File: src/rtl/dccr_pkg.sv
// constants shared by the register bank and its watchdog
// assumes a single core clock; registers reached over apb
package dccr_pkg;

  // ==========================================================
  // clock
  localparam int unsigned CLK_HZ = 10_000_000;

  // ==========================================================
  // register indices, byte address is four times the index
  localparam logic [5:0] IDX_SOFT_RESET = 6'h01;
  localparam logic [5:0] IDX_RESET_CFG = 6'h02;
  localparam logic [5:0] IDX_CHAN_SEL = 6'h03;
  localparam logic [5:0] IDX_OUT_CFG = 6'h04;
  localparam logic [5:0] IDX_DAC_DATA = 6'h05;
  localparam logic [5:0] IDX_STATUS = 6'h0b;
  localparam logic [5:0] IDX_MASK = 6'h0c;
  localparam logic [5:0] IDX_WD_RESTART = 6'h10;

  // ==========================================================
  // reset_and_clear_config fields
  localparam int RC_TOGGLE = 0;
  localparam int RC_POC = 1;
  localparam int RC_CLEAR = 2;
  localparam int RC_TRN = 3;
  localparam int RC_REF = 4;
  localparam int RC_CLEAR_ENABLE = 9;
  localparam int RC_USER_LO = 10;
  localparam logic [15:0] RC_WMASK = 16'h1e1f;

  // channel_select_and_safety fields
  localparam int CS_WEN = 0;
  localparam int CS_WPD_LO = 1;
  localparam int CS_CRC = 3;
  localparam int CS_SDO_DIS = 4;
  localparam int CS_CHAN = 5;
  localparam int CS_CLSEL = 9;
  localparam logic [15:0] CS_WMASK = 16'h023f;

  // output_configuration fields
  localparam int OC_RANGE_LO = 0;
  localparam int OC_SLEW_EN = 4;
  localparam int OC_STEP_LO = 5;
  localparam int OC_RATE_LO = 8;
  localparam int OC_OUT_EN = 12;
  localparam int OC_MODEM = 13;
  localparam int OC_SHORT_CIRCUIT_LIMIT_LO = 14;

  // status and mask fields
  localparam int ST_TOGGLE = 6;
  localparam int ST_WDT = 11;
  localparam int ST_CLR_DONE = 12;
  localparam logic [15:0] ST_W1C = 16'h1800;

  // ==========================================================
  // reset values and clear levels
  localparam logic [15:0] REG_RESET = 16'h0000;
  localparam logic [15:0] ZERO_SCALE = 16'h0000;
  localparam logic [15:0] MID_SCALE = 16'h8000;

  // ==========================================================
  // watchdog periods
  localparam int unsigned WD_PERIOD_US0 = 10_000;
  localparam int unsigned WD_PERIOD_US1 = 51_000;
  localparam int unsigned WD_PERIOD_US2 = 102_000;
  localparam int unsigned WD_PERIOD_US3 = 204_000;
  localparam int unsigned WD_CYC0 = WD_PERIOD_US0 * (CLK_HZ / 1_000_000);
  localparam int unsigned WD_CYC1 = WD_PERIOD_US1 * (CLK_HZ / 1_000_000);
  localparam int unsigned WD_CYC2 = WD_PERIOD_US2 * (CLK_HZ / 1_000_000);
  localparam int unsigned WD_CYC3 = WD_PERIOD_US3 * (CLK_HZ / 1_000_000);

  // ==========================================================
  // slew update rates in hz and derived reload counts
  localparam int unsigned SLEW_HZ [16] = '{
    258065, 200000, 153845, 131145, 115940, 69565, 37560, 25805,
    20150, 16030, 10295, 8280, 6900, 5530, 4240, 3300};
  localparam logic [11:0] SLEW_RELOAD [16] = '{
    12'(CLK_HZ / SLEW_HZ[0] - 1), 12'(CLK_HZ / SLEW_HZ[1] - 1),
    12'(CLK_HZ / SLEW_HZ[2] - 1), 12'(CLK_HZ / SLEW_HZ[3] - 1),
    12'(CLK_HZ / SLEW_HZ[4] - 1), 12'(CLK_HZ / SLEW_HZ[5] - 1),
    12'(CLK_HZ / SLEW_HZ[6] - 1), 12'(CLK_HZ / SLEW_HZ[7] - 1),
    12'(CLK_HZ / SLEW_HZ[8] - 1), 12'(CLK_HZ / SLEW_HZ[9] - 1),
    12'(CLK_HZ / SLEW_HZ[10] - 1), 12'(CLK_HZ / SLEW_HZ[11] - 1),
    12'(CLK_HZ / SLEW_HZ[12] - 1), 12'(CLK_HZ / SLEW_HZ[13] - 1),
    12'(CLK_HZ / SLEW_HZ[14] - 1), 12'(CLK_HZ / SLEW_HZ[15] - 1)};

endpackage

File: src/rtl/dccr_watchdog.sv
// watchdog timer of the register bank
// assumes restart and enable come from logic on the same clock
`timescale 1ns/1ps
module dccr_watchdog #(
  parameter int unsigned P_CYC0 = dccr_pkg::WD_CYC0,
  parameter int unsigned P_CYC1 = dccr_pkg::WD_CYC1,
  parameter int unsigned P_CYC2 = dccr_pkg::WD_CYC2,
  parameter int unsigned P_CYC3 = dccr_pkg::WD_CYC3
) (
  input wire logic i_core_clk,
  input wire logic i_resetn,
  input wire logic i_enable,
  input wire logic [1:0] i_period,
  input wire logic i_restart,
  output logic o_timeout
);

  typedef struct packed {
    logic [21:0] cnt;
    logic timeout;
  } dccr_wd_s;

  dccr_wd_s wd_reg;
  dccr_wd_s wd_next;
  logic [21:0] limit;

  // ==========================================================
  // period select
  always_comb
  begin
    case (i_period)
      2'b00: limit = 22'(P_CYC0 - 1);
      2'b01: limit = 22'(P_CYC1 - 1);
      2'b10: limit = 22'(P_CYC2 - 1);
      default: limit = 22'(P_CYC3 - 1);
    endcase
  end

  // ==========================================================
  // counter
  always_comb
  begin
    wd_next = wd_reg;
    wd_next.timeout = 1'b0;
    if (!i_enable || i_restart)
    begin
      wd_next.cnt = '0;
    end
    else if (wd_reg.cnt >= limit)
    begin
      wd_next.cnt = '0;
      wd_next.timeout = 1'b1;
    end
    else
    begin
      wd_next.cnt = 22'(wd_reg.cnt + 22'h000001);
    end
  end

  always_ff @(posedge i_core_clk or negedge i_resetn)
  begin
    if (!i_resetn)
      wd_reg <= '0;
    else
      wd_reg <= wd_next;
  end

  assign o_timeout = wd_reg.timeout;

  // ==========================================================
  // checks
  property p_wd_disabled;
    @(posedge i_core_clk) disable iff (!i_resetn)
      !i_enable |=> (wd_reg.cnt == '0) && !o_timeout;
  endproperty
  a_wd_disabled: assert property (p_wd_disabled)
    else $error("watchdog runs while disabled");

  property p_wd_restart;
    @(posedge i_core_clk) disable iff (!i_resetn)
      i_restart |=> wd_reg.cnt == '0 ##1 !o_timeout;
  endproperty
  a_wd_restart: assert property (p_wd_restart)
    else $error("restart write did not restart the count");

  property p_wd_expire;
    @(posedge i_core_clk) disable iff (!i_resetn)
      i_enable && !i_restart && wd_reg.cnt == limit |=> o_timeout;
  endproperty
  a_wd_expire: assert property (p_wd_expire)
    else $error("watchdog did not expire at the period");

  property p_wd_cause;
    @(posedge i_core_clk) disable iff (!i_resetn)
      o_timeout |-> $past(i_enable) && !$past(i_restart)
        && $past(wd_reg.cnt) >= $past(limit);
  endproperty
  a_wd_cause: assert property (p_wd_cause)
    else $error("timeout without expiry");

endmodule

File: src/rtl/dccr_top.sv
// control and configuration register bank of a single channel dac
// assumes an apb master on i_core_clk; clear pin is asynchronous
//
// Function
// - status toggle echo bit follows the user toggle bit written.
// - clear command is active high, forces clear level, then self-clears.
// - pin and software clears act only while clear enable is one.
// - clear loads zero scale if clear select is zero, else mid scale.
// - after reset vout follows power-off condition: pulldown or high-z; iout stays high-z.
// - internal reference enabled only while reference enable bit is one.
// - transparent mode follows the transparent mode bit.
// - three user bits at 12, 11, 10, host written, reset zero.
// - serial out disable stops daisy chain and floats serial out.
// - checksum enable turns on frame checking; host then sends checksum.
// - two-bit watchdog period picks 10, 51, 102 or 204 ms.
// - watchdog runs only while watchdog enable bit is set.
// - channel select word at 0x03 decoded into its fields, reset zero.
// - output configuration word at 0x04 decoded into its fields.
// - dac output driven only while output enable set; off after reset.
// - each write to restart register restarts the watchdog count.
// - software reset restores all defaults except power-off condition.
`timescale 1ns/1ps
module dccr_top #(
  parameter int unsigned P_WD_CYC0 = dccr_pkg::WD_CYC0,
  parameter int unsigned P_WD_CYC1 = dccr_pkg::WD_CYC1,
  parameter int unsigned P_WD_CYC2 = dccr_pkg::WD_CYC2,
  parameter int unsigned P_WD_CYC3 = dccr_pkg::WD_CYC3
) (
  input wire logic i_core_clk,
  input wire logic i_resetn,
  input wire logic i_psel,
  input wire logic i_penable,
  input wire logic i_pwrite,
  input wire logic [7:0] i_paddr,
  input wire logic [31:0] i_pwdata,
  output logic [31:0] o_prdata,
  output logic o_pready,
  output logic o_pslverr,
  input wire logic i_clear_pin,
  output logic o_irq,
  output logic [15:0] o_dac_code,
  output logic o_output_enable,
  output logic o_iout_hiz,
  output logic o_vout_pulldown,
  output logic o_power_off_condition,
  output logic o_ref_enable,
  output logic o_transparent_mode,
  output logic [2:0] o_user_bits,
  output logic o_channel_one_select,
  output logic o_sdo_oe,
  output logic o_checksum_enable,
  output logic [1:0] o_short_circuit_limit,
  output logic o_modem_enable,
  output logic [3:0] o_range
);

  typedef struct packed {
    logic sync_a;
    logic sync_b;
    logic rst_pend;
    logic [15:0] rcfg;
    logic [15:0] csel;
    logic [15:0] ocfg;
    logic [15:0] ddata;
    logic [15:0] code;
    logic sts_wdt;
    logic sts_clr;
    logic [15:0] mask;
    logic [11:0] slew_cnt;
    logic [31:0] prdata;
  } dccr_state_s;

  dccr_state_s st_reg;
  dccr_state_s st_next;

  logic [5:0] idx;
  logic setup;
  logic access;
  logic mapped;
  logic wr;
  logic clr_do;
  logic [15:0] clr_lvl;
  logic [15:0] rd_word;
  logic [15:0] w1c;
  logic wd_timeout;
  logic wd_restart;

  // ==========================================================
  // helpers
  function automatic logic is_mapped(input logic [7:0] addr);
    logic [5:0] i;
    i = addr[7:2];
    is_mapped = (addr[1:0] == 2'b00) &&
      (i == dccr_pkg::IDX_SOFT_RESET || i == dccr_pkg::IDX_RESET_CFG ||
       i == dccr_pkg::IDX_CHAN_SEL || i == dccr_pkg::IDX_OUT_CFG ||
       i == dccr_pkg::IDX_DAC_DATA || i == dccr_pkg::IDX_STATUS ||
       i == dccr_pkg::IDX_MASK || i == dccr_pkg::IDX_WD_RESTART);
  endfunction

  function automatic logic [15:0] step_toward(input logic [15:0] cur,
    input logic [15:0] tgt, input logic [2:0] step);
    logic [15:0] inc;
    logic [15:0] d;
    inc = 16'h0001 << step;
    if (tgt > cur)
    begin
      d = 16'(tgt - cur);
      step_toward = (d > inc) ? 16'(cur + inc) : tgt;
    end
    else
    begin
      d = 16'(cur - tgt);
      step_toward = (d > inc) ? 16'(cur - inc) : tgt;
    end
  endfunction

  // ==========================================================
  // apb decode
  assign idx = i_paddr[7:2];
  assign setup = i_psel && !i_penable;
  assign access = i_psel && i_penable;
  assign mapped = is_mapped(i_paddr);
  assign wr = access && i_pwrite && mapped;
  assign wd_restart = wr && (idx == dccr_pkg::IDX_WD_RESTART);
  assign o_pready = 1'b1;
  assign o_pslverr = access && !mapped;
  assign o_prdata = st_reg.prdata;

  // ==========================================================
  // clear control
  assign clr_do = st_reg.rcfg[dccr_pkg::RC_CLEAR_ENABLE] &&
    (st_reg.rcfg[dccr_pkg::RC_CLEAR] || st_reg.sync_b);
  assign clr_lvl = st_reg.csel[dccr_pkg::CS_CLSEL] ?
    dccr_pkg::MID_SCALE : dccr_pkg::ZERO_SCALE;
  assign w1c = (wr && idx == dccr_pkg::IDX_STATUS) ?
    (i_pwdata[15:0] & dccr_pkg::ST_W1C) : 16'h0000;

  // ==========================================================
  // read mux
  always_comb
  begin
    rd_word = 16'h0000;
    case (idx)
      dccr_pkg::IDX_SOFT_RESET: rd_word = {15'h0000, st_reg.rst_pend};
      dccr_pkg::IDX_RESET_CFG: rd_word = st_reg.rcfg;
      dccr_pkg::IDX_CHAN_SEL: rd_word = st_reg.csel;
      dccr_pkg::IDX_OUT_CFG: rd_word = st_reg.ocfg;
      dccr_pkg::IDX_DAC_DATA: rd_word = st_reg.ddata;
      dccr_pkg::IDX_STATUS:
      begin
        rd_word[dccr_pkg::ST_TOGGLE] =
          st_reg.rcfg[dccr_pkg::RC_TOGGLE];
        rd_word[dccr_pkg::ST_WDT] = st_reg.sts_wdt;
        rd_word[dccr_pkg::ST_CLR_DONE] = st_reg.sts_clr;
      end
      dccr_pkg::IDX_MASK: rd_word = st_reg.mask;
      default: rd_word = 16'h0000;
    endcase
    if (!mapped)
      rd_word = 16'h0000;
  end

  // ==========================================================
  // next state
  always_comb
  begin
    st_next = st_reg;
    st_next.sync_a = i_clear_pin;
    st_next.sync_b = st_reg.sync_a;
    // slew engine
    if (!st_reg.ocfg[dccr_pkg::OC_SLEW_EN])
    begin
      st_next.code = st_reg.ddata;
      st_next.slew_cnt = 12'h000;
    end
    else if (st_reg.slew_cnt != 12'h000)
    begin
      st_next.slew_cnt = 12'(st_reg.slew_cnt - 12'h001);
    end
    else
    begin
      st_next.slew_cnt = dccr_pkg::SLEW_RELOAD[
        st_reg.ocfg[dccr_pkg::OC_RATE_LO +: 4]];
      st_next.code = step_toward(st_reg.code, st_reg.ddata,
        st_reg.ocfg[dccr_pkg::OC_STEP_LO +: 3]);
    end
    // clear forces data and code at once
    if (clr_do)
    begin
      st_next.ddata = clr_lvl;
      st_next.code = clr_lvl;
    end
    st_next.rcfg[dccr_pkg::RC_CLEAR] = 1'b0;
    // register writes
    if (wr)
    begin
      case (idx)
        dccr_pkg::IDX_SOFT_RESET: st_next.rst_pend = i_pwdata[0];
        dccr_pkg::IDX_RESET_CFG:
          st_next.rcfg = i_pwdata[15:0] & dccr_pkg::RC_WMASK;
        dccr_pkg::IDX_CHAN_SEL:
          st_next.csel = i_pwdata[15:0] & dccr_pkg::CS_WMASK;
        dccr_pkg::IDX_OUT_CFG: st_next.ocfg = i_pwdata[15:0];
        dccr_pkg::IDX_DAC_DATA: st_next.ddata = i_pwdata[15:0];
        dccr_pkg::IDX_MASK:
          st_next.mask = i_pwdata[15:0] & dccr_pkg::ST_W1C;
        default: st_next.rst_pend = st_reg.rst_pend;
      endcase
    end
    // sticky flags, set wins over clear
    st_next.sts_wdt = (st_reg.sts_wdt && !w1c[dccr_pkg::ST_WDT]) ||
      wd_timeout;
    st_next.sts_clr = (st_reg.sts_clr && !w1c[dccr_pkg::ST_CLR_DONE]) ||
      clr_do;
    // read data captured in setup
    if (setup && !i_pwrite)
      st_next.prdata = {16'h0000, rd_word};
    // software reset keeps power-off condition
    if (st_reg.rst_pend)
    begin
      st_next.rcfg = dccr_pkg::REG_RESET;
      st_next.rcfg[dccr_pkg::RC_POC] = st_reg.rcfg[dccr_pkg::RC_POC];
      st_next.csel = dccr_pkg::REG_RESET;
      st_next.ocfg = dccr_pkg::REG_RESET;
      st_next.ddata = dccr_pkg::REG_RESET;
      st_next.code = dccr_pkg::REG_RESET;
      st_next.mask = dccr_pkg::REG_RESET;
      st_next.sts_wdt = 1'b0;
      st_next.sts_clr = 1'b0;
      st_next.slew_cnt = 12'h000;
      st_next.rst_pend = 1'b0;
    end
  end

  always_ff @(posedge i_core_clk or negedge i_resetn)
  begin
    if (!i_resetn)
      st_reg <= '0;
    else
      st_reg <= st_next;
  end

  // ==========================================================
  // watchdog
  dccr_watchdog #(
    .P_CYC0(P_WD_CYC0),
    .P_CYC1(P_WD_CYC1),
    .P_CYC2(P_WD_CYC2),
    .P_CYC3(P_WD_CYC3)
  ) u_wd (
    .i_core_clk(i_core_clk),
    .i_resetn(i_resetn),
    .i_enable(st_reg.csel[dccr_pkg::CS_WEN]),
    .i_period(st_reg.csel[dccr_pkg::CS_WPD_LO +: 2]),
    .i_restart(wd_restart),
    .o_timeout(wd_timeout)
  );

  // ==========================================================
  // outputs
  assign o_irq = (st_reg.sts_wdt && !st_reg.mask[dccr_pkg::ST_WDT]) ||
    (st_reg.sts_clr && !st_reg.mask[dccr_pkg::ST_CLR_DONE]);
  assign o_dac_code = st_reg.code;
  assign o_output_enable = st_reg.ocfg[dccr_pkg::OC_OUT_EN];
  assign o_iout_hiz = !st_reg.ocfg[dccr_pkg::OC_OUT_EN];
  assign o_vout_pulldown = !st_reg.ocfg[dccr_pkg::OC_OUT_EN] &&
    !st_reg.rcfg[dccr_pkg::RC_POC];
  assign o_power_off_condition = st_reg.rcfg[dccr_pkg::RC_POC];
  assign o_ref_enable = st_reg.rcfg[dccr_pkg::RC_REF];
  assign o_transparent_mode = st_reg.rcfg[dccr_pkg::RC_TRN];
  assign o_user_bits = st_reg.rcfg[dccr_pkg::RC_USER_LO +: 3];
  assign o_channel_one_select = st_reg.csel[dccr_pkg::CS_CHAN];
  assign o_sdo_oe = !st_reg.csel[dccr_pkg::CS_SDO_DIS];
  assign o_checksum_enable = st_reg.csel[dccr_pkg::CS_CRC];
  assign o_short_circuit_limit =
    st_reg.ocfg[dccr_pkg::OC_SHORT_CIRCUIT_LIMIT_LO +: 2];
  assign o_modem_enable = st_reg.ocfg[dccr_pkg::OC_MODEM];
  assign o_range = st_reg.ocfg[dccr_pkg::OC_RANGE_LO +: 4];

  // ==========================================================
  // checks
  property p_toggle_echo;
    @(posedge i_core_clk) disable iff (!i_resetn)
      wr && idx == dccr_pkg::IDX_RESET_CFG && !st_reg.rst_pend
      |=> st_reg.rcfg[dccr_pkg::RC_TOGGLE] == $past(i_pwdata[0]);
  endproperty
  a_toggle_echo: assert property (p_toggle_echo)
    else $error("toggle echo does not follow written bit");

  property p_clear_self;
    @(posedge i_core_clk) disable iff (!i_resetn)
      st_reg.rcfg[dccr_pkg::RC_CLEAR] && !wr
      |=> !st_reg.rcfg[dccr_pkg::RC_CLEAR];
  endproperty
  a_clear_self: assert property (p_clear_self)
    else $error("clear command bit did not self clear");

  property p_clear_blocked;
    @(posedge i_core_clk) disable iff (!i_resetn)
      !st_reg.rcfg[dccr_pkg::RC_CLEAR_ENABLE] && !wr && !st_reg.rst_pend
      |=> st_reg.ddata == $past(st_reg.ddata) &&
        (!st_reg.sts_clr || $past(st_reg.sts_clr));
  endproperty
  a_clear_blocked: assert property (p_clear_blocked)
    else $error("clear acted while clear disabled");

  property p_clear_level;
    @(posedge i_core_clk) disable iff (!i_resetn)
      clr_do && !wr && !st_reg.rst_pend
      |=> st_reg.code == (st_reg.csel[dccr_pkg::CS_CLSEL] ?
        dccr_pkg::MID_SCALE : dccr_pkg::ZERO_SCALE)
        && st_reg.ddata == st_reg.code;
  endproperty
  a_clear_level: assert property (p_clear_level)
    else $error("clear loaded the wrong level");

  property p_poc_outputs;
    @(posedge i_core_clk) disable iff (!i_resetn)
      !o_output_enable |-> o_iout_hiz &&
        (o_vout_pulldown == !o_power_off_condition);
  endproperty
  a_poc_outputs: assert property (p_poc_outputs)
    else $error("disabled outputs ignore power-off condition");

  property p_sdo_float;
    @(posedge i_core_clk) disable iff (!i_resetn)
      wr && idx == dccr_pkg::IDX_CHAN_SEL && i_pwdata[4] &&
      !st_reg.rst_pend |=> !o_sdo_oe;
  endproperty
  a_sdo_float: assert property (p_sdo_float)
    else $error("serial out still driven when disabled");

  property p_slew_off;
    @(posedge i_core_clk) disable iff (!i_resetn)
      !st_reg.ocfg[dccr_pkg::OC_SLEW_EN] && !clr_do && !st_reg.rst_pend
      |=> o_dac_code == $past(st_reg.ddata);
  endproperty
  a_slew_off: assert property (p_slew_off)
    else $error("code does not follow data without slew");

  property p_slew_step;
    @(posedge i_core_clk) disable iff (!i_resetn)
      st_reg.ocfg[dccr_pkg::OC_SLEW_EN] && !clr_do && !st_reg.rst_pend
      && st_reg.slew_cnt != 12'h000 |=> $stable(o_dac_code);
  endproperty
  a_slew_step: assert property (p_slew_step)
    else $error("code moved between slew ticks");

  property p_soft_reset;
    @(posedge i_core_clk) disable iff (!i_resetn)
      st_reg.rst_pend |=> st_reg.ocfg == dccr_pkg::REG_RESET &&
        st_reg.csel == dccr_pkg::REG_RESET && !st_reg.rst_pend &&
        o_power_off_condition == $past(o_power_off_condition);
  endproperty
  a_soft_reset: assert property (p_soft_reset)
    else $error("software reset did not restore defaults");

  property p_wdt_flag;
    @(posedge i_core_clk) disable iff (!i_resetn)
      wd_timeout && !st_reg.rst_pend |=> st_reg.sts_wdt;
  endproperty
  a_wdt_flag: assert property (p_wdt_flag)
    else $error("watchdog expiry not flagged");

endmodule

File: config.mk
export PLATFORM = sky130hd
export DESIGN_NAME = dccr_top
export DESIGN_NICKNAME = d
export VERILOG_FILES = /design/src/rtl/dccr_pkg.sv /design/src/rtl/dccr_watchdog.sv /design/src/rtl/dccr_top.sv
export SDC_FILE = /design/constraint.sdc
export NUM_CORES = 1
export LEC_CHECK = 0
export ABC_AREA = 1
export BUFFER_PORTS_ARGS = -buffer_cell sky130_fd_sc_hd__buf_4
export CORE_ASPECT_RATIO = 2
export CORE_UTILIZATION = 49
export CTS_BUF_LIST = sky130_fd_sc_hd__clkbuf_8
export CTS_CLUSTER_SIZE = 25
export DETAILED_ROUTE_END_ITERATION = 7
export HOLD_SLACK_MARGIN = 0.15
export PLACE_DENSITY_LB_ADDON = 0.08
export RECOVER_POWER = 50
export SKIP_LAST_GASP = 1
export SYNTH_ARGS = -nofsm -noshare
export SYNTH_HDL_FRONTEND = slang
export SYNTH_SLANG_ARGS = --single-unit
File: constraint.sdc
create_clock -name i_core_clk -period 3.5 [get_ports i_core_clk]
set_input_delay 0 -clock i_core_clk [delete_from_list [all_inputs] [get_ports i_core_clk]]
set_output_delay 0 -clock i_core_clk [all_outputs]
set_load 0.1 [all_outputs]
# [Word-level counts from Yosys, hierarchy flattened]
# Memory sizes are Yosys's and may differ from the RTL's.
# Cells that the tools add are included.
[totals] ff_bits=152 rom_bits=192 inputBits=46 out_inout_bits=70 memories=1
[mem_list] memory="(no name shown)" depth=16 width=12 rd=1 rd_ports_with_merged_regs=0 write_ports=0 line_no="dccr_top.sv:182" rtl="st_next.slew_cnt = dccr_pkg::SLEW_RELOAD["
[op_classes] n_addsub=6 magnitude_cmp=5 eq_ne=11 shifts=1 mux=32 bitwise=2 n_reduce_logical=51
[op_table] operator="16-bit two-way mux" n=13
[op_table] operator="111-bit two-way mux" n=1
[op_table] operator="65-bit two-way mux" n=1
[op_table] operator="21-bit case mux with 3 select lines" n=1
[op_table] operator="16-bit > comparator" n=3
[op_table] operator="12-bit two-way mux" n=4
[op_table] operator="16-bit subtractor" n=3
[op_table] operator="22-bit two-way mux" n=2
[op_table] operator="6-bit case mux with 6 select lines" n=1
[op_table] operator="32-bit two-way mux" n=1
[op_table] operator="22-bit by 1-bit adder with 22-bit output, second input constant" n=1
[op_table] operator="22-bit by 21-bit greater-or-equal comparator with 1-bit output" n=1
[op_table] operator="4-bit case mux with 5 select lines" n=1
[op_table] operator="16-bit adder" n=1
[op_table] operator="1-bit by 3-bit left shift with 16-bit output, first input constant" n=1
[op_table] operator="1-bit logical AND" n=15
[op_table] operator="3-bit case mux with 5 select lines" n=1
[op_table] operator="13-bit two-way mux" n=1
[op_table] operator="6-bit by 2-bit equality test with 1-bit output, second input constant" n=2
[op_table] operator="6-bit by 3-bit equality test with 1-bit output, second input constant" n=2
[op_table] operator="6-bit by 4-bit equality test with 1-bit output, second input constant" n=2
[op_table] operator="1-bit logical OR" n=12
[op_table] operator="2-bit case mux with 6 select lines" n=1
[op_table] operator="12-bit nonzero test" n=1
[op_table] operator="other kinds (16)" n=36

# [Depth between registers and ports, before layout]
# Gate-level depths: netlist (run 1).
[depth] ltp_word=16 depth_mapped=28 ltp_nobuf=26

# [Cells and area by module]
# Synthesis (run 1) repeated with hierarchy kept, for this count alone.
[unflattened] hier_cells=1635 area_unflattened_um2=11327.1
[by_module_without_submodules] mod="dccr_top" n_inst=1 cells_per_inst=1422 area_per_inst_um2=9587.9 seq_area_each_um2=2477.4
[by_module_without_submodules] mod="dccr_watchdog" n_inst=1 cells_per_inst=213 area_per_inst_um2=1739.2 seq_area_each_um2=575.6

# [Worst setup path after synthesis (run 1)]
# No wires, ideal clock.
[synth_path] path_type="reg2reg" start="register st_reg, in the netlist o_dac_code[1]" end="register st_reg, in the netlist o_dac_code[12]" setup_ns=0.117 t_arrival_ns=2.971 required_time_ns=3.383 slack_ns=0.412 stages_incl_launch_ff=25 path_buffers=1 synth_period_minus_slack_ns=3.088 cell_sequence="dfrtp_1 inv_1 ha_1 nand2_1 nor2_1 nand2_1 nand3_1 xor2_1 ha_1 a21oi_1 o21a_1 nand2_1 nand2_1 nand2_1 inv_1 nand2_1 nor2_8 nand3_4 buf_6 nand2_1 nand3_1 nand2_1 nand2_1 nand2_1 nand2_1"
[synth_via] elab_chain_cells=8
[synth_rtl] item="from (decl)" line_no="dccr_top.sv:73" rtl="dccr_state_s st_reg;"
[synth_rtl] item="from (signal assigned)" line_no="dccr_top.sv:240" rtl="st_reg <= st_next;"
[synth_rtl] item="16-bit subtractor, on equally long branches" line_no="dccr_top.sv:112, dccr_top.sv:107"
[synth_rtl] item="16-bit > comparator, on equally long branches" line_no="dccr_top.sv:113, dccr_top.sv:108"
[synth_rtl] item="16-bit two-way mux, on equally long branches" line_no="dccr_top.sv:113, dccr_top.sv:108"
[synth_rtl] item="16-bit two-way mux *" line_no="dccr_top.sv:105" rtl="if (tgt > cur)"
[synth_rtl] item="16-bit two-way mux *" line_no="dccr_top.sv:176" rtl="else if (st_reg.slew_cnt != 12'h000)"
[synth_rtl] item="16-bit two-way mux *" line_no="dccr_top.sv:171" rtl="if (!st_reg.ocfg[dccr_pkg::OC_SLEW_EN])"
[synth_rtl] item="32-bit two-way mux *" line_no="dccr_top.sv:188" rtl="if (clr_do)"
[synth_rtl] item="111-bit two-way mux *" line_no="dccr_top.sv:219" rtl="if (st_reg.rst_pend)"
# Every way passes the cells marked *; elsewhere a longest branch is shown, timed or not. The select of a mux whose other input is x is not followed.
# A chain may end at the register's enable or synchronous reset.

# [Final worst setup path (run 1)]
[layout_path] start="register st_reg[83] (netlist name)" end="register st_reg, in the netlist o_dac_code[10]"
# The elaborated chain is that of the path after synthesis.

==> summary.txt, run 1 <==
Global route
  • Total grt overflow: 0
  • Largest net degree at the start of global routing: between 100 and 150
  • First-pass GRT wire length: 58.2 mm
  • Antenna violations before repair: 0
  • Total track usage: 33.5%
  • Vias in the first global route: approximately 11k

Timing
  • Worst-margin pin slew: approximately 1.2 ns
  • Worst-case clock skew: 0.0128 ns
  • Final count of negative-setup-slack endpoints: 0
  • Final worst slack: 0.217 ns
  • Min Hold Slack: 0.142 ns
  • Final Slew Violations: 0
  • F_max: 305 MHz
  • Rel. slew slack: 19.4%
  • Tcrit/Tclk final: between 90% and 100%
  • Tmin final: 3.28 ns
  • Final hold vios: 0

Floorplan
  • Core area: 0.0222 sq mm
  • Full die area: between 0.02 and 0.025 sq mm
  • Initial Util: between 50% and 60%
  • Die Y: between 200 and 250 um
  • Top Ports: between 100 and 150
  • Row cnt: between 70 and 80
  • Die Wd: 108 um

Clocking
  • Htree depth: 4
  • Clk Latency, worst-skew pair: 0.47 ns
  • CTS Sinks: 122
  • CTS tree: done
  • Root buf cell: clkbuf_8
  • Clock slew at reported path FFs: around 0.08 ns
  • Num CTS Buffers: 17
  • Bufs on Longest Clock Path: 2

Critical path
  • Most common cell on crit path: nand2_1
  • Critical Path RT: 3.90 ns
  • Worst r2r path cells: 22
  • WP data arrival: about 3.7 ns
  • Critical path depth: 22
  • Startpoint class of the critical path: register
  • Critical path buffer and inverter count: 2
  • CP max stage cell: dfrtp_1
  • R2r endpoint: o_dac_code[10]
  • Critical path fanouts, max: 8
  • CP endpoint kind: register
  • R2r setup slk: about 0.22 ns
  • Worst setup path startpoint: st_reg[83]
  • Top Family by Delay on Critical Path: simple AND/OR/NAND/NOR gates
  • CP Class: reg2reg
  • Slowest Stage Delay on Critical Path: roughly 0.4 ns
  • Critical Path End: o_dac_code[10]
  • Critical-path cell list: ha_2 > nand2_2 > nor2_4 > nand2_1 > nand2_2 > xor2_1 > ha_1 > a21oi_2 > o21a_1 > nand2_1 > nand2_2 > nand2_1 > inv_1 > nand2_2 > nor2_8 > nand3_4 > buf_4 > nand2_1 > nand3_1 > nand3_1 > nand2_1 > nand2_1
  • R2R Path Start: st_reg[83]

Min path
  • Tightest Hold Check Type: in2async

Yosys
  • YS warnings: 0
  • Syn_area_per_cell: 6.81 sq um
  • Ys async rst share: 100%
  • Cells after synthesis: 1,626
  • Yosys top cell by area: dfrtp_1
  • Post-synthesis cell area: about 0.011 sq mm
  • Main flop type after synthesis: dfrtp_1
  • Distinct cells, synth: 56
  • Register area share after synthesis: between 20% and 30%
  • Register bit total from synthesis: roughly 120
  • Top cell type's share of synthesized area: between 20 and 30%
  • Largest cells by area after synthesis: dfrtp_1 28%, nand2_1 15%, ha_1 9.9%
  • Post-synth EDFFs: 0

Finish
  • Most frequent cells in the layout: 431 x nand2_1, 219 x inv_1, 126 x nor2_1
  • Share of cells above drive strength 1: 13.8%
  • Post-Layout Cell Count: 2,027
  • Final nets: about 1.9k
  • Most common cell after layout, fill and taps aside: nand2_1
  • FILL cells: 2,234
  • N_diodes: 0
  • Largest register FFs: 50
  • Area delta synth->final: 15.5%

Power
  • Pwr/cell area: 342 mW/mm^2
  • Tot Pwr: roughly 4.4 mW
  • Static leakage: 6.70 nW
  • Maximum vdd ir drop: between 0.0002 and 0.0003 V

Placement
  • GPL Wtd Cong: ~0.94
  • Post-Place Cells: 1,957
  • Port bufs: a little over 80
  • Post-DP HPWL: a little under 30 mm
  • Post-Place Setup Slack: ~0.045 ns

Job
  • Max cap viols: 0

Route
  • DRC errors left: 0
  • Antenna Nets Post-Route: 0
  • Vias per cell: around 5.5
  • 1st-iter DRT viols: between 600 and 700
  • Total wire length: around 37 mm
  • Drt wl/cell: between 15 and 20 um
  • Via Count: 11.1k
  • DR pass1 iterations: 6

Status
  • Outcome: complete, no violations
-- worst min-delay path by stage --
| stage | endpoint | slack, ns | cells after the start |
|---|---|---|---|
| 2_1_floorplan | o_channel_one_select | -0.30 | 0 |
| 3_3_place_gp | st_next[143] | 0.11 | 1 |
| 3_5_place_dp | st_next[143] | 0.12 | 1 |
| 4_1_cts | o_dac_code[13] | 0.15 | 3 |
| 5_1_grt | st_next[143] | 0.20 | 2 |
| 6_report | o_dac_code[13] | 0.14 | 3 |
-- stage by stage --
step	cell area [sq um]	TNS, ns	util [%]
after floorplan	11100	0	-
after global placement	11900	0	53.9
after detailed placement	11900	0	53.9
after CTS	12700	0	57.4
after global routing	12800	-0.0265	57.7
final	12800	0	57.7
-- cells by family after synthesis --
kind of cell               count (synthesis)  synth area share (%)
other                                      2                0.0678
adders and majority gates                 92                  10.7
AOI/OAI and AO/OA                        208                  11.3
DFF                                      122                  27.6
and+or+nand+nor                          803                  32.1
xor gates and xnor gates                  52                  4.11
buffers and inverters                    347                  14.3
-- cell type report --
cell class                      instances  area [sq um]  area share [%]
Sequential cell                       122          3060            23.9
Inverter                              237           890            6.95
Timing Repair Buffer                  186          1410            11.0
Clock buffer                           21           289            2.26
Tap cell                              276           345            2.70
Multi-Input combinational cell       1174          6640            51.9
Clock inverter                         11           166            1.30
-- cell usage after synthesis, drive strengths merged (3+ instances only) --
master	number
a22oi	4
nor2	148
buf	85
nor3	33
nand2	446
o2111ai	3
a2111oi	3
ha	88
a21oi	61
o211ai	3
o22ai	27
xnor2	9
clkinv	5
a211oi	6
xor2	43
o221ai	9
o31ai	5
nand4	51
o21ai	70
fa	4
inv	232
dfrtp	122
clkbuf	25
a31oi	4
nand3	117
nor4	4
-- where the power goes --
group	leakage [nW]	total [mW]	internal, mW	switching, mW
clock	0.230	1.46	0.850	0.611
combinational	4.82	1.49	0.478	1.02
sequential	1.65	1.42	1.42	0.00721
total	6.70	4.38	2.74	1.63
-- worst min-delay path, delay by kind of cell --
| kind | cells | cell delay [ns] |
|---|---|---|
| buffers and inverters | 3 | 1.09 |
-- routing by layer --
| metal | track usage [%] | vias up | routed length (um) |
|---|---|---|---|
| li1 | - | 5414 | - |
| met1 | 32.8 | 5195 | 12800 |
| met2 | 61.1 | 341 | 20100 |
| met3 | 5.35 | 164 | 1440 |
| met4 | 24.7 | 0 | 3140 |
| met5 | 0 | - | 0 |
-- what timing repair did --
item / CTS / global route
hold buffers: 33 / 0
gates resized for setup: 0 / 32
buffers inserted: 0 / 3
endpoints found under the setup margin: 0 / 16
endpoints found under the hold margin: 196 / 0
(Power assumes the default switching activity.)
==> run 2, diff against run 1 <==
--- a/config.mk
+++ b/config.mk
@@ -18,4 +18,5 @@
 export SKIP_LAST_GASP = 1
 export SYNTH_ARGS = -nofsm -noshare
 export SYNTH_HDL_FRONTEND = slang
+export SYNTH_HIERARCHICAL = 1
 export SYNTH_SLANG_ARGS = --single-unit
==> summary.txt, run 2 <==
Status
  • Outcome: complete, but fails checks
  • Failing checks: max-capacitance violations, max-slew violations

Critical path
  • Startpoint class of the critical path: register
  • Critical-path cell list: buf_4 > ha_1 > inv_1 > fa_2 > ha_1 > a21oi_1 > o21ai_2 > nand2_1 > nand2_1 > nand2_1 > nand3_4 > nor2_8 > buf_6 > nand4_1 > nand3_1 > nand3_1 > nand2_1 > nand2_1
  • CP max stage cell: fa_2
  • Worst setup path startpoint: o_dac_code[0]
  • R2r endpoint: o_dac_code[10]
  • CP Class: reg2reg
  • Critical Path End: o_dac_code[10]
  • Worst r2r path cells: 18 (-18%)
  • Critical Path RT: 3.87 ns (-0.03 ns)
  • R2r setup slk: 0.15 ns (-0.06 ns)
  • Critical path fanouts, max: 16 (+8)
  • R2R Path Start: o_dac_code[0]
  • Most common cell on crit path: nand2_1
  • WP data arrival: 3.72 ns (+0.03 ns)
  • CP endpoint kind: register
  • Slowest Stage Delay on Critical Path: 0.43 ns (+0.02 ns)

Timing
  • Final worst slack: 0.153 ns (-0.0639 ns)
  • Rel. slew slack: -18.5% (-38 points)
  • Worst-margin pin slew: 1.78 ns (+0.562 ns)
  • F_max: 299 MHz (-1.9%)
  • Tmin final: 3.35 ns (+0.0639 ns)
  • Final count of negative-setup-slack endpoints: 0 (unchanged)
  • Tcrit/Tclk final: 95.6% (+1.8 points)
  • Worst-case clock skew: 0.0110 ns (-0.00177 ns)
  • RSZ-0062 raised after global routing: yes
  • Final hold vios: 0 (unchanged)
  • Final Slew Violations: 67 (+67)

Finish
  • N_diodes: 0 (unchanged)
  • Final nets: 1,934 (+3.1%)
  • Final instance area: 0.0134 sq mm (+4.6%)
  • Largest register FFs: 50 (unchanged)
  • Most frequent cells in the layout: 440 x nand2_1, 215 x inv_1, 158 x buf_4
  • Finished Core Util: 59.1% (+1.4 points)
  • Area delta synth->final: 18.2%
  • Share of cells above drive strength 1: 17.5% (+3.7 points)
  • Most common cell after layout, fill and taps aside: nand2_1

Global route
  • First-pass GRT wire length: 63.8 mm (+9.6%)
  • Vias in the first global route: 11.8k (+5.2%)
  • Total grt overflow: 0 (unchanged)
  • Total track usage: 37.1% (+3.6 points)
  • Antenna violations before repair: 0 (unchanged)
  • Largest net degree at the start of global routing: 67 (-46%)

Yosys
  • Post-synthesis cell area: 0.0113 sq mm (+2.2%)
  • Top cell type's share of synthesized area: 27.0% (-0.60 points)
  • Commonest cells in the synthesized netlist: 447 x nand2_1, 217 x inv_1, 138 x nand3_1, 122 x dfrtp_1, 92 x nor2_1
  • YS warnings: 6 (+6)
  • Register bit total from synthesis: 122 (unchanged)
  • Post-synth EDFFs: 0 (unchanged)
  • Distinct cells, synth: 60 (+7.1%)
  • Yosys top cell by area: dfrtp_1
  • Ys async rst share: 100% (unchanged)
  • Syn_area_per_cell: 6.93 sq um (+1.7%)
  • Main flop type after synthesis: dfrtp_1
  • Most frequent cell after synthesis: nand2_1
  • Largest cells by area after synthesis: dfrtp_1 27%, nand2_1 15%, ha_1 9.8%
  • Register area share after synthesis: 27.0% (-0.60 points)
  • Cells after synthesis: 1,635 (+0.55%)

Power
  • Pwr/cell area: 301 mW/mm^2 (-12%)
  • Gate power share: 29.6% (-4.5 points)
  • Maximum vdd ir drop: 0.000419 V (+44%)
  • Internal: 2.57 mW (-6.5%)
  • Sw frac: 36.3% (-1.0 points)
  • Sw Pwr: 1.46 mW (-11%)
  • Sequential Power Share: 35.2% (+2.7 points)
  • Clk pwr share: 35.1% (+1.7 points)
  • Static leakage: 6.90 nW (+3.0%)

Floorplan
  • Die Wd: 110 um (+1.1%)
  • Row cnt: 78 (+1.3%)
  • Top Ports: 116 (unchanged)
  • Initial Util: 50.0% (about the same)
  • Full die area: 0.0238 sq mm (+2.2%)
  • Die Y: 217 um (+1.1%)
  • Core area: 0.0226 sq mm (+2.2%)

Route
  • 1st-iter DRT viols: 645 (-5.6%)
  • DRC errors left: 0 (unchanged)
  • Total wire length: 42.8 mm (+14%)
  • Via Count: 11.5k (+3.7%)
  • DR pass1 iterations: 5 (-1)
  • Vias per cell: 5.52 (+0.69%)
  • Antenna Nets Post-Route: 0 (unchanged)
  • Drt wl/cell: 20.5 um (+11%)

Placement
  • GPL Wtd Cong: 0.973 (+4.0%)
  • Post-DP HPWL: 33.7 mm (+16%)
  • Port bufs: 82 (unchanged)
  • Post-DP Area: 0.0125 sq mm (+4.8%)
  • Post-Place Setup Slack: 0.0260 ns (-0.0194 ns)

Clocking
  • Htree depth: 4 (unchanged)
  • Bufs on Longest Clock Path: 2 (unchanged)
  • CTS tree: done
  • Root buf cell: clkbuf_8
  • Clock slew at reported path FFs: 0.08 ns (about the same)
  • Num CTS Buffers: 17 (unchanged)
  • CTS Sinks: 122 (unchanged)
  • Clk Latency, worst-skew pair: 0.48 ns (about the same)

Min path
  • Hold Path Cell Cnt: 7
  • Tightest Hold Check Type: in2reg

Job
  • Max cap viols: 1 (+1)
## run 2: worst max-delay path, delay by kind of cell, from the launching register on
family | cells | cell delay [ns]
compound gates | 2 | 0.39
simple gates | 10 | 0.98
buf+inv | 3 | 0.44
fa+ha+maj | 3 | 1.01
flops | 1 | 0.39
## run 2: worst min path at each step
stage                start              endpoint  slack, ns
2_1_floorplan     i_resetn  o_channel_one_select      -0.30
3_3_place_gp   i_clear_pin          st_next[143]       0.11
3_5_place_dp   i_clear_pin          st_next[143]       0.11
4_1_cts         i_paddr[7]           st_reg[111]       0.19
5_1_grt        i_clear_pin          st_next[143]       0.22
6_report        i_paddr[7]            st_reg[61]       0.22
## run 2: what timing repair did
action,CTS,global route
hold buffers,33,0
endpoints found under the hold margin,134,0
endpoints found under the setup margin,0,17
gates resized for setup,0,50
setup buffers,0,3
## run 2: final cells by class
class / instances / area [sq um]
Timing Repair Buffer: 227 / 1700
Tap cell: 280 / 350
Inverter: 231 / 867
Clock inverter: 15 / 200
Clock buffer: 17 / 234
Sequential cell: 122 / 3060
Multi-Input combinational cell: 1196 / 6970
Fill cell: 2279 / 9250
## run 2: stage by stage
step	std cells	setup TNS, ns	total power [mW]	hold slack, ns
floorplan	1650	0	2.18	-0.296
global placement	2018	0	2.47	0.110
detailed placement	2018	0	2.48	0.113
CTS	2083	0	3.91	0.191
global route	2088	-0.0253	4.19	0.221
finish	2088	0	4.03	0.216
## run 2: per-layer routing
metal  wire (um)  share of wire [%]  global-route usage [%]
met1       13200                 31                    32.2
met4        4800                 11                    36.5
met2       22800                 53                    66.9
met3        1980                4.6                    7.61
met5           0                  0                       0
## run 2: cells by family (layout without fill, tap and decap cells)
logic type,Yosys count,after routing,synth area share [%]
buf+inv,334,490,13.7
flops,122,122,27.0
simple gates,818,820,33.5
xor+xnor,56,56,4.40
compound gates,210,210,10.8
other cells,2,17,0.0663
fa+ha+maj,93,93,10.5
## run 2: power groups by stage
| stage | Sequential (mW) | Combinational [mW] | Clock, mW |
|---|---|---|---|
| 2_1_floorplan | 1.45 | 0.736 | 0 |
| 3_3_place_gp | 1.45 | 1.03 | 0 |
| 3_5_place_dp | 1.45 | 1.03 | 0 |
| 4_1_cts | 1.42 | 1.06 | 1.43 |
| 5_1_grt | 1.42 | 1.27 | 1.50 |
| 6_report | 1.42 | 1.19 | 1.42 |
==> run 3, diff against run 2 <==
--- a/config.mk
+++ b/config.mk
@@ -12,6 +12,7 @@
 export CTS_BUF_LIST = sky130_fd_sc_hd__clkbuf_8
 export CTS_CLUSTER_SIZE = 25
 export DETAILED_ROUTE_END_ITERATION = 7
+export GPL_TIMING_DRIVEN = 0
 export HOLD_SLACK_MARGIN = 0.15
 export PLACE_DENSITY_LB_ADDON = 0.08
 export RECOVER_POWER = 50
==> summary.txt, run 3 (synthesized netlist as in run 2, its figures left out) <==
Status
  • Outcome: complete, but fails checks
  • Failing checks: max-capacitance violations, max-slew violations, negative setup slack

Global route
  • Antenna violations before repair: 0 (unchanged)
  • Vias in the first global route: 11.7k (-0.68%)
  • Total grt overflow: 0 (unchanged)
  • First-pass GRT wire length: 64.2 mm (+0.59%)
  • Largest net degree at the start of global routing: 82 (+22%)
  • Total track usage: 37.3% (+0.26 points)

Critical path
  • Critical-path cell list: inv_2 > ha_4 > inv_4 > fa_2 > nand3_1 > nand3_2 > xor2_1 > ha_1 > nand2_1 > nor2_4 > nand4_1 > a21boi_4 > nor2_4 > nand3_4 > nor2_8 > nand2_4 > buf_6 > nand2_4 > nand3_2 > nand2_1 > nand2_1 > nand2_2 > nand2_1
  • Slowest Stage Delay on Critical Path: 0.47 ns (+0.04 ns)
  • CP endpoint kind: register
  • CP Class: reg2reg
  • Worst r2r path cells: 23 (+5)
  • Most common cell on crit path: nand2_1
  • CP max stage cell: fa_2
  • Critical Path RT: 3.87 ns (about the same)
  • Critical path fanouts, max: 5 (-11)
  • Startpoint class of the critical path: register
  • WP data arrival: 3.92 ns (+0.20 ns)

Finish
  • N_diodes: 0 (unchanged)
  • Share of cells above drive strength 1: 22.2% (+4.7 points)
  • Finished Core Util: 61.3% (+2.2 points)
  • Area delta synth->final: 22.6%
  • Most common cell after layout, fill and taps aside: nand2_1
  • Most frequent cells in the layout: 420 x nand2_1, 205 x inv_1, 174 x buf_4
  • Largest register FFs: 50 (unchanged)
  • Final nets: 1,969 (+1.8%)
  • Post-Layout Cell Count: 2,123 (+1.7%)

Route
  • Via Count: 11.6k (+0.86%)
  • DRC errors left: 0 (unchanged)
  • DR pass1 iterations: 5 (unchanged)
  • Antenna Nets Post-Route: 0 (unchanged)
  • 1st-iter DRT viols: 749 (+16%)
  • Vias per cell: 5.48 (-0.80%)
  • Drt wl/cell: 20.0 um (-2.4%)
  • Total wire length: 42.5 mm (-0.77%)

Floorplan
  • Top Ports: 116 (unchanged)
  • Die Y: 217 um (unchanged)
  • Row cnt: 78 (unchanged)
  • Initial Util: 50.0% (unchanged)
  • Die Wd: 110 um (unchanged)
  • Full die area: 0.0238 sq mm (unchanged)
  • Core area: 0.0226 sq mm (unchanged)

Placement
  • Post-DP HPWL: 32.9 mm (-2.2%)
  • Port bufs: 82 (unchanged)
  • Post-Place Cells: 2,013 (-0.25%)
  • GPL Wtd Cong: 1.03 (+6.1%)

Power
  • Pwr/cell area: 290 mW/mm^2 (-3.6%)
  • Static leakage: 7.10 nW (+2.9%)
  • Maximum vdd ir drop: 0.000365 V (-13%)

Timing
  • Worst-margin pin slew: 2.17 ns (+0.390 ns)
  • Final hold vios: 0 (unchanged)
  • Final count of negative-setup-slack endpoints: 3 (+3)
  • F_max: 282 MHz (-5.7%)
  • Tmin final: 3.55 ns (+0.202 ns)
  • Tcrit/Tclk final: 101% (+5.8 points)
  • Worst-case clock skew: 0.00877 ns (-0.00222 ns)
  • RSZ-0062 raised after global routing: yes
  • Final worst slack: -0.0492 ns (-0.202 ns)
  • Rel. slew slack: -44.4% (-26 points)
  • Final Slew Violations: 124 (+85%)

Job
  • Max cap viols: 2 (+1)

Clocking
  • CTS Sinks: 122 (unchanged)
  • Htree depth: 4 (unchanged)
  • CTS tree: done
  • Root buf cell: clkbuf_8
  • Clock slew at reported path FFs: 0.08 ns (about the same)
  • Num CTS Buffers: 17 (unchanged)
  • Clk Latency, worst-skew pair: 0.47 ns (about the same)
  • Bufs on Longest Clock Path: 2 (unchanged)

Min path
  • Tightest Hold Check Type: in2reg
  • Hold Path Cell Cnt: 6 (-1)
-- run 3: routing by layer --
layer / wire length (um) / vias to the layer above / share of wire [%] / track usage, %
met3: 1740 / 196 / 4.1 / 7.43
met5: 0 / - / 0 / 0
met4: 4510 / 0 / 11 / 35.7
met2: 23100 / 404 / 54 / 68.2
met1: 13100 / 5410 / 31 / 32.2
li1: - / 5617 / - / -
-- run 3: area by class of cell --
| class | count | area [sq um] |
|---|---|---|
| Clock buffer | 18 | 248 |
| Timing Repair Buffer | 164 | 1280 |
| Tap cell | 280 | 350 |
| Buffer | 100 | 681 |
| Inverter | 231 | 870 |
| Sequential cell | 122 | 3070 |
| Clock inverter | 14 | 138 |
| Fill cell | 2201 | 8750 |
| Multi-Input combinational cell | 1194 | 7250 |
-- run 3: critical path, delay by kind of cell (launching register included) --
kind	cells	cell delay [ns]
DFF	1	0.42
and+or+nand+nor	15	1.47
adders and majority gates	3	0.89
buffers and inverters	3	0.30
AOI/OAI and AO/OA	1	0.18
xor gates and xnor gates	1	0.17
-- run 3: through the flow --
step	power (mW)	setup slack [ns]	setup TNS (ns)	area, sq um	hold slack, ns
after global routing	4.20	-0.295	-4.24	13900	0.209
final	4.03	-0.0492	-0.0830	13900	0.162
after CTS	3.93	0.000427	0	13600	0.155
after detailed placement	2.47	-0.894	-11.59	12400	-0.0553
after global placement	2.45	-0.842	-10.83	12300	0.111
after floorplan	2.18	0.375	0	11400	-0.296
-- run 3: path summary, 6_finish.rpt --
| path | startpoint | to | slack [ns] |
|---|---|---|---|
| setup reg to reg | o_dac_code[0] | o_dac_code[9] | -0.05 |
| max in group asynchronous | i_resetn | o_dac_code[5] | 0.73 |
| setup / recovery | o_dac_code[0] | o_dac_code[9] | -0.05 |
| min in group asynchronous | i_resetn | st_reg[128] | 1.30 |
| hold / removal | i_paddr[7] | o_prdata[0] | 0.16 |
| hold reg to reg | st_next[143] | st_reg[143] | 0.36 |
-- run 3: what timing repair did --
action	CTS	global route
hold endpoints to repair	193	0
cloned	2	0
pin swaps	16	36
gates resized for setup	76	67
setup endpoints to repair	16	17
hold buffers	32	0
setup buffers	32	15
-- run 3: where the power goes --
group / switching (mW) / internal, mW / leakage [nW] / total, mW
clock network: 0.655 / 0.593 / 0.180 / 1.25
logic: 0.844 / 0.516 / 5.26 / 1.36
registers: 0.00678 / 1.41 / 1.67 / 1.42
total: 1.51 / 2.52 / 7.10 / 4.03
